$ cat config.mk
export PLATFORM = sky130hd
export DESIGN_NAME = sat_param_bank
export DESIGN_NICKNAME = d
export VERILOG_FILES = /design/src/verilog/sat_pkg.sv /design/src/verilog/sat_range_check.sv /design/src/verilog/sat_speed_monitor.sv /design/src/verilog/sat_param_bank.sv
export VERILOG_INCLUDE_DIRS = /design/src /design/src/verilog
export SDC_FILE = /design/constraint.sdc
export NUM_CORES = 1
export LEC_CHECK = 0
export BUFFER_PORTS_ARGS = -buffer_cell sky130_fd_sc_hd__buf_2
export CORE_MARGIN = 8
export CORE_UTILIZATION = 40
export DETAILED_ROUTE_END_ITERATION = 6
export GPL_TIMING_DRIVEN = 0
export SLEW_MARGIN = 10
export SYNTH_ARGS = -nofsm -noshare
export SYNTH_HDL_FRONTEND = slang
export SYNTH_SLANG_ARGS = --single-unit
export TNS_END_PERCENT = 10
$ cat constraint.sdc
create_clock -name clk -period 2.8 [get_ports clk]
set_clock_uncertainty 0.1 [all_clocks]
set_input_delay 0.42 -clock clk [delete_from_list [all_inputs] [get_ports clk]]
set_output_delay 0.42 -clock clk [all_outputs]
set_load 0.02 [all_outputs]
$ cat src/verilog/sat_regs.svh
// Register offsets, reset values, field limits and timing counts of the
// servo auxiliary and auto-tuning parameter bank.
// Assumes inclusion by bare name from design files under verilog/.
`ifndef SAT_REGS_SVH
`define SAT_REGS_SVH

// ----------------------------------------------------------------------
// Word addresses
// ----------------------------------------------------------------------
`define SAT_ADDR_AUX      16'h023c
`define SAT_ADDR_RESP     16'h023e
`define SAT_ADDR_MODE     16'h0240
`define SAT_ADDR_FLAG     16'h0242
`define SAT_ADDR_OVSPD    16'h0244

// ----------------------------------------------------------------------
// Reset values
// ----------------------------------------------------------------------
`define SAT_RST_AUX       16'h0000
`define SAT_RST_RESP      16'h0050
`define SAT_RST_MODE      16'h0000
`define SAT_RST_FLAG      16'h0000
`define SAT_RST_OVSPD     16'h1388

// ----------------------------------------------------------------------
// Field limits
// ----------------------------------------------------------------------
`define SAT_AUX_MIN       16'hfff8
`define SAT_AUX_MAX       16'h0008
`define SAT_RESP_MIN      16'h0001
`define SAT_RESP_MAX      16'h03e8
`define SAT_BAND_LOW      16'h0032
`define SAT_BAND_MED      16'h00fa
`define SAT_BAND_HIGH     16'h0352
`define SAT_MODE_MAX      16'h0002
`define SAT_FLAG_MAX      16'h0001
`define SAT_OVSPD_MIN     16'h0001
`define SAT_OVSPD_MAX     16'h1388

// ----------------------------------------------------------------------
// Timing: inertia store period in minutes at a 250 MHz clock
// ----------------------------------------------------------------------
`define SAT_STORE_MIN     30
`define SAT_CLK_MHZ       250
`define SAT_STORE_CYCLES  (64'd60 * 64'd1000000 * `SAT_CLK_MHZ * `SAT_STORE_MIN)

`endif

$ cat src/verilog/sat_pkg.sv
// Types shared by the parameter bank and its helpers.
// Assumes sat_regs.svh supplies the numeric constants.
package sat_pkg;

	// Tuning mode codes
	typedef enum logic [1:0] {
		SAT_TUNE_MANUAL,
		SAT_TUNE_AUTO,
		SAT_TUNE_SEMI
	} sat_tune_type;

	// Stiffness band from the response level
	typedef enum logic [1:0] {
		SAT_BAND_LOW_S,
		SAT_BAND_MED_S,
		SAT_BAND_HIGH_S,
		SAT_BAND_XHIGH_S
	} sat_band_type;

	// Parameter access request from keypad or link
	typedef struct packed {
		logic        wr;
		logic        rd;
		logic [15:0] addr;
		logic [15:0] wdata;
	} sat_req_type;

	// Tuned gain set handed to the control loops
	typedef struct packed {
		logic [15:0] posGain;
		logic [15:0] spdGain;
		logic [15:0] spdIntComp;
		logic [15:0] antiIntfGain;
	} sat_gain_type;

endpackage

$ cat src/verilog/sat_range_check.sv
// Signed or unsigned window check used to accept or reject a parameter write.
// Assumes both bounds are 16-bit values of the same signedness as the data.
module sat_range_check #(
	parameter bit SIGNED_CMP = 1'b0
) (
	// Value and bounds
	input  wire logic [15:0] value,
	input  wire logic [15:0] lowBound,
	input  wire logic [15:0] highBound,
	// Result
	output wire logic        inRange
);

	// Signed compare is needed only for the auxiliary selector
	wire logic geLow;
	wire logic leHigh;
	assign geLow  = SIGNED_CMP ? ($signed(value) >= $signed(lowBound)) : (value >= lowBound);
	assign leHigh = SIGNED_CMP ? ($signed(value) <= $signed(highBound)) : (value <= highBound);
	assign inRange = geLow && leHigh;

endmodule

$ cat src/verilog/sat_speed_monitor.sv
// Overspeed detector comparing commanded and actual speed.
// Assumes both speeds are signed r/min samples on the same clock.
module sat_speed_monitor (
	// Clock and reset
	input  wire logic        clk,
	input  wire logic        rstn,
	// Speeds and limit
	input  wire logic [15:0] speedCmd,
	input  wire logic [15:0] speedAct,
	input  wire logic [15:0] threshold,
	input  wire logic        enable,
	// Fault
	output logic             overspeedFault
);

	// Absolute speed error, one bit wider so it cannot wrap
	wire logic signed [16:0] diffSigned;
	wire logic        [16:0] diffAbs;
	wire logic               tooFast;
	assign diffSigned = $signed({speedCmd[15], speedCmd}) - $signed({speedAct[15], speedAct});
	assign diffAbs    = diffSigned[16] ? 17'(-diffSigned) : 17'(diffSigned);
	assign tooFast    = enable && (diffAbs > {1'b0, threshold});

	// Registered so the fault output is glitch free
	always_ff @(posedge clk or negedge rstn) begin
		if (!rstn) begin
			overspeedFault <= 1'b0;
		end else begin
			overspeedFault <= tooFast;
		end
	end

endmodule

$ cat src/verilog/sat_param_bank.sv
// Auxiliary and auto-tuning parameter bank of a servo drive.
// Assumes a keypad/link controller issuing one-cycle requests on clk,
// and estimator and loop logic on the same clock.
`include "sat_regs.svh"

// Functional notes
// - Selector 1 forces servo-on by software regardless of external input.
// - Selector 5 blocks nonvolatile commits; values vanish at power-down.
// - Selector 6 simulates: no motion, servo-on off, only external faults.
// - Selector 7 enters high-speed scope mode, disables link time-out.
// - Writing 8 backs up all parameters, shows indication, allowed while on.
// - -1,-5,-6,-7 lock their positive codes; range -8..+8; others reserved.
// - Selector 0 disables all functions; selector clears at every power-up.
// - Response level 1..1000 Hz, resets to 80, drives position response in modes 1 and 2.
// - Response level maps to four stiffness bands; used per tuning mode.
// - Tuning mode: 0 manual, 1 continuous auto, 2 semi-auto.
// - Manual gains writable; switching from mode 1 or 2 to mode 0 loads tuned gains.
// - Switching from mode 1 to mode 0 copies only position, speed and damping gains.
// - Auto mode stores estimated inertia every 30 minutes.
// - Semi-auto stable estimate stops estimation, stores inertia, sets flag.
// - Excess inertia in semi-auto clears flag and resumes estimation.
// - Writing flag 0 restarts estimation; 0 means estimate not complete.
// - Speed error above overspeed threshold raises the overspeed fault.
module sat_param_bank #(
	parameter longint unsigned STORE_CYCLES = `SAT_STORE_CYCLES
) (
	// Clock and reset
	input  wire logic                 clk,
	input  wire logic                 rstn,
	// Parameter access from keypad or link
	input  wire sat_pkg::sat_req_type req,
	output logic [15:0]               rdata,
	output logic                      rvalid,
	output wire logic                 wrAck,
	output wire logic                 wrReject,
	// Servo and fault interface
	input  wire logic                 servoOnExt,
	output wire logic                 servoOnSignal,
	output wire logic                 motorEnable,
	output wire logic                 motorFaultMask,
	input  wire logic [15:0]          speedCmd,
	input  wire logic [15:0]          speedAct,
	output wire logic                 overspeedFault,
	// Storage, display and link
	output wire logic                 nvCommitEnable,
	output logic                      nvBackupPulse,
	output logic                      backupDisplay,
	output wire logic                 scopeMode,
	output wire logic                 timeoutDisable,
	// Tuning and inertia estimator
	output wire sat_pkg::sat_band_type stiffnessBand,
	output wire logic [15:0]          positionResponse,
	output wire logic                 estimatorRun,
	input  wire logic                 inertiaStable,
	input  wire logic                 inertiaExcess,
	input  wire logic [15:0]          inertiaEstimate,
	output logic [15:0]               loadInertiaValue,
	output logic                      inertiaStore,
	input  wire sat_pkg::sat_gain_type measuredGains,
	output logic                      gainLoad,
	output logic                      gainLoadFull
);

	// ------------------------------------------------------------------
	// Parameter storage
	// ------------------------------------------------------------------
	logic [15:0]           auxReg;
	logic [15:0]           respReg;
	sat_pkg::sat_tune_type modeReg;
	logic                  flagReg;
	logic [15:0]           ovspdReg;
	logic [15:0]           lockReg;     // Bit n locks code n
	logic [63:0]           storeCntReg;
	logic                  backupSeenReg;

	// ------------------------------------------------------------------
	// Address decode and range checks
	// ------------------------------------------------------------------
	wire logic hitAux;
	wire logic hitResp;
	wire logic hitMode;
	wire logic hitFlag;
	wire logic hitOvspd;
	wire logic auxOk;
	wire logic respOk;
	wire logic ovspdOk;
	wire logic modeOk;
	wire logic flagOk;
	wire logic auxLocked;
	wire logic hitAny;
	wire logic valueOk;
	assign hitAux   = req.addr == `SAT_ADDR_AUX;
	assign hitResp  = req.addr == `SAT_ADDR_RESP;
	assign hitMode  = req.addr == `SAT_ADDR_MODE;
	assign hitFlag  = req.addr == `SAT_ADDR_FLAG;
	assign hitOvspd = req.addr == `SAT_ADDR_OVSPD;
	assign hitAny   = hitAux | hitResp | hitMode | hitFlag | hitOvspd;

	sat_range_check #(.SIGNED_CMP(1'b1)) auxChk (
		.value    (req.wdata),
		.lowBound (`SAT_AUX_MIN),
		.highBound(`SAT_AUX_MAX),
		.inRange  (auxOk)
	);
	sat_range_check #(.SIGNED_CMP(1'b0)) respChk (
		.value    (req.wdata),
		.lowBound (`SAT_RESP_MIN),
		.highBound(`SAT_RESP_MAX),
		.inRange  (respOk)
	);
	sat_range_check #(.SIGNED_CMP(1'b0)) ovspdChk (
		.value    (req.wdata),
		.lowBound (`SAT_OVSPD_MIN),
		.highBound(`SAT_OVSPD_MAX),
		.inRange  (ovspdOk)
	);

	// Positive code 1..7 is refused while its lock is set
	assign auxLocked = !req.wdata[15] && (req.wdata[15:4] == 12'h000)
		&& lockReg[req.wdata[3:0]];
	assign modeOk    = req.wdata <= `SAT_MODE_MAX;
	assign flagOk    = req.wdata <= `SAT_FLAG_MAX;
	assign valueOk   = (hitAux && auxOk && !auxLocked) || (hitResp && respOk)
		|| (hitMode && modeOk) || (hitFlag && flagOk) || (hitOvspd && ovspdOk);
	assign wrAck     = req.wr && valueOk;
	assign wrReject  = req.wr && !valueOk;

	// ------------------------------------------------------------------
	// Auxiliary function decode
	// ------------------------------------------------------------------
	wire logic auxForceOn;
	wire logic auxVolatile;
	wire logic auxSim;
	wire logic auxScope;
	wire logic auxBackupWr;
	assign auxForceOn  = auxReg == 16'h0001;
	assign auxVolatile = auxReg == 16'h0005;
	assign auxSim      = auxReg == 16'h0006;
	assign auxScope    = auxReg == 16'h0007;
	assign auxBackupWr = wrAck && hitAux && (req.wdata == 16'h0008);

	// Simulation wins: no servo-on and no motion while simulating
	assign servoOnSignal  = !auxSim && (auxForceOn || servoOnExt);
	assign motorEnable    = servoOnSignal;
	assign motorFaultMask = auxSim;
	assign nvCommitEnable = !auxVolatile;
	assign scopeMode      = auxScope;
	assign timeoutDisable = auxScope;

	// Selector and lockouts; reset clears to 0, all functions off
	always_ff @(posedge clk or negedge rstn) begin
		if (!rstn) begin
			auxReg  <= `SAT_RST_AUX;
			lockReg <= 16'h0000;
		end else if (wrAck && hitAux) begin
			auxReg <= req.wdata;
			case (req.wdata)
				16'hffff: lockReg[1] <= 1'b1;
				16'hfffb: lockReg[5] <= 1'b1;
				16'hfffa: lockReg[6] <= 1'b1;
				16'hfff9: lockReg[7] <= 1'b1;
				default:  lockReg    <= lockReg;
			endcase
		end
	end

	// Backup pulse and display; allowed regardless of servo-on
	always_ff @(posedge clk or negedge rstn) begin
		if (!rstn) begin
			nvBackupPulse <= 1'b0;
			backupDisplay <= 1'b0;
			backupSeenReg <= 1'b0;
		end else begin
			nvBackupPulse <= auxBackupWr;
			backupSeenReg <= backupSeenReg | auxBackupWr;
			backupDisplay <= (auxReg == 16'h0008) && (backupSeenReg || auxBackupWr);
		end
	end

	// ------------------------------------------------------------------
	// Response level and stiffness band
	// ------------------------------------------------------------------
	assign stiffnessBand = (respReg <= `SAT_BAND_LOW)  ? sat_pkg::SAT_BAND_LOW_S  :
	                       (respReg <= `SAT_BAND_MED)  ? sat_pkg::SAT_BAND_MED_S  :
	                       (respReg <= `SAT_BAND_HIGH) ? sat_pkg::SAT_BAND_HIGH_S :
	                                                     sat_pkg::SAT_BAND_XHIGH_S;
	// Position response follows speed response only while tuning runs
	assign positionResponse = (modeReg == sat_pkg::SAT_TUNE_MANUAL) ? 16'h0000 : respReg;

	// Response level and overspeed threshold
	always_ff @(posedge clk or negedge rstn) begin
		if (!rstn) begin
			respReg  <= `SAT_RST_RESP;
			ovspdReg <= `SAT_RST_OVSPD;
		end else begin
			if (wrAck && hitResp)
				respReg <= req.wdata;
			if (wrAck && hitOvspd)
				ovspdReg <= req.wdata;
		end
	end

	// ------------------------------------------------------------------
	// Tuning mode and gain copy-back
	// ------------------------------------------------------------------
	wire logic                  modeWr;
	wire sat_pkg::sat_tune_type modeNext;
	assign modeWr   = wrAck && hitMode;
	assign modeNext = sat_pkg::sat_tune_type'(req.wdata[1:0]);

	// Switching auto to manual copies three gains; semi-auto to manual copies all
	always_ff @(posedge clk or negedge rstn) begin
		if (!rstn) begin
			modeReg      <= sat_pkg::SAT_TUNE_MANUAL;
			gainLoad     <= 1'b0;
			gainLoadFull <= 1'b0;
		end else begin
			gainLoad     <= modeWr && modeNext == sat_pkg::SAT_TUNE_MANUAL
				&& modeReg != sat_pkg::SAT_TUNE_MANUAL;
			gainLoadFull <= modeWr && modeNext == sat_pkg::SAT_TUNE_MANUAL
				&& modeReg == sat_pkg::SAT_TUNE_SEMI;
			if (modeWr)
				modeReg <= modeNext;
		end
	end

	// ------------------------------------------------------------------
	// Inertia estimation, periodic store and stable flag
	// ------------------------------------------------------------------
	wire logic storeDue;
	wire logic flagClrWr;
	wire logic semiDone;
	assign storeDue  = (modeReg == sat_pkg::SAT_TUNE_AUTO) && (storeCntReg == STORE_CYCLES - 64'd1);
	assign flagClrWr = wrAck && hitFlag && (req.wdata[0] == 1'b0);
	assign semiDone  = (modeReg == sat_pkg::SAT_TUNE_SEMI) && !flagReg && inertiaStable
		&& !inertiaExcess;
	// Semi-auto stops once stable; auto never stops
	assign estimatorRun = (modeReg == sat_pkg::SAT_TUNE_AUTO)
		|| ((modeReg == sat_pkg::SAT_TUNE_SEMI) && !flagReg);

	// Store timer restarts whenever auto mode is left
	always_ff @(posedge clk or negedge rstn) begin
		if (!rstn) begin
			storeCntReg <= 64'd0;
		end else if (modeReg != sat_pkg::SAT_TUNE_AUTO || storeDue) begin
			storeCntReg <= 64'd0;
		end else begin
			storeCntReg <= storeCntReg + 64'd1;
		end
	end

	// Hardware set wins over a software clear in the same cycle
	always_ff @(posedge clk or negedge rstn) begin
		if (!rstn) begin
			flagReg          <= 1'b0;
			inertiaStore     <= 1'b0;
			loadInertiaValue <= 16'h0000;
		end else begin
			inertiaStore <= storeDue || semiDone;
			if (storeDue || semiDone)
				loadInertiaValue <= inertiaEstimate;
			if (semiDone)
				flagReg <= 1'b1;
			else if ((modeReg == sat_pkg::SAT_TUNE_SEMI) && inertiaExcess)
				flagReg <= 1'b0;
			else if (flagClrWr)
				flagReg <= 1'b0;
			else if (wrAck && hitFlag)
				flagReg <= req.wdata[0];
		end
	end

	// ------------------------------------------------------------------
	// Overspeed monitor, idle in simulation
	// ------------------------------------------------------------------
	sat_speed_monitor spdMon (
		.clk           (clk),
		.rstn          (rstn),
		.speedCmd      (speedCmd),
		.speedAct      (speedAct),
		.threshold     (ovspdReg),
		.enable        (!auxSim),
		.overspeedFault(overspeedFault)
	);

	// ------------------------------------------------------------------
	// Read path; unmapped addresses read zero
	// ------------------------------------------------------------------
	wire logic [15:0] rdMux;
	assign rdMux = hitAux   ? auxReg :
	               hitResp  ? respReg :
	               hitMode  ? {14'h0000, modeReg} :
	               hitFlag  ? {15'h0000, flagReg} :
	               hitOvspd ? ovspdReg : 16'h0000;

	always_ff @(posedge clk or negedge rstn) begin
		if (!rstn) begin
			rdata  <= 16'h0000;
			rvalid <= 1'b0;
		end else begin
			rvalid <= req.rd;
			if (req.rd)
				rdata <= hitAny ? rdMux : 16'h0000;
		end
	end

	// ------------------------------------------------------------------
	// Checks
	// ------------------------------------------------------------------
	sim_servo_off_a: assert property (@(posedge clk) disable iff (!rstn)
		auxSim |-> !servoOnSignal && !motorEnable)
		else $error("servo on during simulation");
	force_on_a: assert property (@(posedge clk) disable iff (!rstn)
		auxForceOn |-> servoOnSignal)
		else $error("forced servo on not driven");
	volatile_mode_a: assert property (@(posedge clk) disable iff (!rstn)
		nvCommitEnable == (auxReg != 16'h0005))
		else $error("commit enable wrong");
	scope_timeout_a: assert property (@(posedge clk) disable iff (!rstn)
		timeoutDisable == (auxReg == 16'h0007))
		else $error("time out control wrong");
	backup_pulse_a: assert property (@(posedge clk) disable iff (!rstn)
		auxBackupWr |=> nvBackupPulse ##1 backupDisplay)
		else $error("backup not signalled");
	lockout_a: assert property (@(posedge clk) disable iff (!rstn)
		req.wr && hitAux && req.wdata == 16'h0001 && lockReg[1] |=> auxReg != 16'h0001)
		else $error("locked code accepted");
	range_reject_a: assert property (@(posedge clk) disable iff (!rstn)
		req.wr && hitResp && !respOk |=> $stable(respReg))
		else $error("out of range value stored");
	band_map_a: assert property (@(posedge clk) disable iff (!rstn)
		respReg > `SAT_BAND_HIGH |-> stiffnessBand == sat_pkg::SAT_BAND_XHIGH_S)
		else $error("stiffness band wrong");
	gain_copy_a: assert property (@(posedge clk) disable iff (!rstn)
		modeWr && modeNext == sat_pkg::SAT_TUNE_MANUAL && modeReg == sat_pkg::SAT_TUNE_AUTO
		|=> gainLoad && !gainLoadFull)
		else $error("gain copy-back wrong");
	semi_stable_a: assert property (@(posedge clk) disable iff (!rstn)
		semiDone |=> flagReg && inertiaStore && !estimatorRun)
		else $error("semi-auto stable handling wrong");
	excess_clear_a: assert property (@(posedge clk) disable iff (!rstn)
		modeReg == sat_pkg::SAT_TUNE_SEMI && inertiaExcess && !semiDone |=> !flagReg)
		else $error("flag not cleared on excess inertia");

endmodule

==> impl_results.md <==
* Hold/Removal Path Class: input port to flop
* Part of the Yosys area used for sequential elements at 43.5%
* Total Wirelength at 25.0 mm
* Total stage count of the critical path at 22
* Nets at 1370
* Area leader, netlist: dfrtp_1
* Drt first pass iters at 7
* Synth async-reset ratio at between 90% and 100%
* Worst hold margin at 58.2 ps
* Row count at 55
* Setup CP Type: input port to flop
* Core region area at 22600 µm²
* Failing checks: negative setup slack
* Worst path arrival time at 3670 ps
* CP max FO at 8
* Antenna violations before repair at 5
* Cells along the critical path: buf_8 > inv_8 > ha_4 > fa_2 > nand2b_4 > a21oi_4 > o21ai_4 > o21a_1 > nand2b_4 > a31o_4 > clkbuf_16 > o21ai_2 > xnor2_1 > ha_1 > a21o_1 > a21o_1 > a21oi_1 > o21ai_1 > nand4_1 > nand3_1 > nand3_1 > o21ai_1
* Final Util at roughly half
* H-tree depth at 4
* Final hold violations at 0
* Setup_tns at -1240 ps
* Die height at approximately 170 µm
* Top Ports at approximately 220
* Outcome: finished with violations
* Post-route setup slack at -663 ps
* Vias per cell at 5.38
* Total grt overflow at 0
* Critical path origin: speedCmd[0]
* RSZ-0062 raised after global routing: yes
* Share of post-route cells with drive strength above 1 at 29.7%
* Remaining antenna violation count at 0
* Vias at 7976
* Die W at 167 µm
* Area delta synth->final at 28.0%
* Mapped Nets at 1171
* Routability cong. at 0.837
* Critical Path RT at between 3000 and 4000 ps
* First-pass GRT wire length at approximately 41 mm
* CTS root buf: clkbuf_16
* Pwr Density at ~470 nW/µm²
* Fmax at just under 300 MHz
* Tmin final at 3460 ps
* Drt wl/cell at approximately 17 µm
* VDD IR max at 0.438 mV
* IO buf count at 150
* Fillers at 2131
* CTS Sinks at between 150 and 200
* Area share of the largest cell type after synthesis at 41.5%
* Clk_lat worst skew at 430 ps
* Slew @ Worst Pin at 770 ps
* CTS Buffer Depth at 2
* Top cells by area, synth: dfrtp_1 42%, ha_1 4.6%, nor2_1 4.1%, nand2_1 3.9%, mux2_2 3.7%
* Clk pin slew, worst setup/hold paths at 60 ps
* DP HPWL at 18.9 mm
* Maxcap violations at 0
* Worst rel slew slack at 48.2%
* CP peak stage delay at 360 ps
* Worst Hold Launch: req[32]
* Count of final setup violators at 6
* Endpoint type of the worst setup path: flop
* Pins Over Slew Limit at 0
* Placement Setup Slack at -1320 ps
* Multi-input logic area at approximately 5300 µm²
* Syn avg cell area at 9.30 µm²
* CTS tree: built
* Total CTS buffers at 17
* Yosys warning total at 0
* Hold depth at 1
* Vias in the first global route at 8011
* Worst Setup Start Kind: input port
* Mapped Area at 9160 µm²
* Largest net degree at the start of global routing at 83
* Largest delay share family, worst path: compound AO/OA/AOI/OAI gates
* Number of synthesized flops with an enable pin at 0
* GRT Overall Usage at 18.0%
* Leak at roughly 5.4 nW
* Worst r2r src: storeCntReg[6]
* Register area at 3990 µm²
* Initial DRC count at between 300 and 400
* Final period utilization at 124%
* Yosys cell types at 74
* Most common cell in the netlist: dfrtp_1
* Worst reg2reg path depth at 9
* Die area at 28000 µm²
* CP max stage cell: fa_2
* Top cells by count, synth: 152 x dfrtp_1, 101 x nor2_1, 95 x nand2_1
* Starting Density at 40.6%
* Worst Path Buf+Inv at 3
* # diodes at 0
* Register bit count reported by yosys at 159
* Cells after Synth at 985
* Post-route DRC violation count at 0
* Ys flop type: dfrtp_1
final timing paths:
| kind | endpoint | slack (ps) |
|---|---|---|
| max | spdMon.overspeedFault | -660 |
| min | rvalid | 60 |
| max reg2reg | storeCntReg[57] | -190 |
| min reg2reg | lockReg[1] | 360 |
| max in group asynchronous | ovspdReg[12] | 1320 |
| min in group asynchronous | storeCntReg[33] | 450 |
repair_timing:
item | in CTS | in global routing
hold buffers | 1 | 0
gates resized for setup | 49 | 55
gates cloned | 0 | 0
buffers inserted | 8 | 20
hold endpoints to repair | 77 | 0
endpoints found under the setup margin | 110 | 99
pin swaps | 21 | 40
sequential cells by signal (all words and copies together), names as in the netlist:
signal and count:
ovspdReg 16, gainLoadFull 1, lockReg 4, rdata 16, modeReg 2, flagReg 1
loadInertiaValue 16, spdMon.overspeedFault 1, storeCntReg 64, backupDisplay 1, respReg 16, inertiaStore 1
auxReg 16, nvBackupPulse 1, backupSeenReg 1, gainLoad 1, rvalid 1
worst reg2reg max path, stage by stage, from the launching register on:
cell and delay [ps]:
dfrtp_1 400, nand4_1 200, nor4_4 440, and4_4 320
or3b_4 380, buf_6 130, or3_4 320, buf_6 150
or3_4 330, a21oi_2 130
cell families (layout without fill, tap and decap cells):
kind of cell,Yosys count,count (layout),share of synthesized area [%]
flip-flops,159,159,43.5
XOR/XNOR,72,72,6.88
multiplexers,33,33,4.01
buffers and inverters,101,313,4.37
AND/OR/NAND/NOR,414,414,23.7
adder cells (fa/ha/maj),35,35,4.86
AO/OA/AOI/OAI,171,171,12.6
placed cells by master (no fill, tap or decap), types with 5 or more instances in the layout:
cell and count:
nand2b_1 9, o31a_1 6, or3_1 15, a222oi_1 14
xnor2_1 36, o21a_1 6, clkbuf_16 18, xor2_1 34
nor2b_1 32, buf_6 5, o31ai_1 6, o21ai_0 35
mux2_2 30, buf_4 31, a21o_1 10, a21oi_2 5
buf_2 153, nor3_1 14, or2_2 6, clkbuf_2 6
and4_1 8, nor2_1 94, nand3_1 24, dfrtp_1 151
nor4_1 12, clkbuf_1 17, o22ai_1 16, ha_1 29
nand2_1 94, nand4_1 21, a21oi_1 27, dfstp_2 7
inv_1 64, nor2_2 5, nor4_4 6, and3_1 19
clkbuf_8 5, nor3_4 5
metrics by stage:
step           power, mW  std cells  cell area [µm²]
2_1_floorplan       2.84        985             9290
3_3_place_gp        3.06       1420            10400
3_5_place_dp        3.08       1421            10400
4_1_cts             5.56       1462            11300
5_1_grt             5.82       1482            11700
6_report            5.56       1482            11700
metal layers:
metal  wire length [µm]  global-route usage [%]  share of wire [%]  vias up
li1                   -                       -                  -     3896
met1              11300                    22.8                 45     3834
met2              11700                    29.2                 47      195
met3               1320                    4.66                5.3       41
met4                638                    6.64                2.5       10
met5                 51                       0               0.20        -
final cells by class:
type / count / share of cell area (%)
multi-input combinational: 725 / 45.0
sequential: 159 / 34.0
timing repair buffer: 180 / 8.84
clock buffer: 26 / 4.34
tap: 285 / 3.04
inverter: 65 / 2.14
buffer: 36 / 1.74
clock inverter: 6 / 0.896
where the power goes:
group / switching (mW) / internal [mW] / leakage [nW]
Combinational: 0.466 / 0.371 / 3.03
Clock: 0.890 / 1.52 / 0.304
Sequential: 0.00486 / 2.31 / 2.10
No activity file was read; power rests on OpenSTA's default activity.
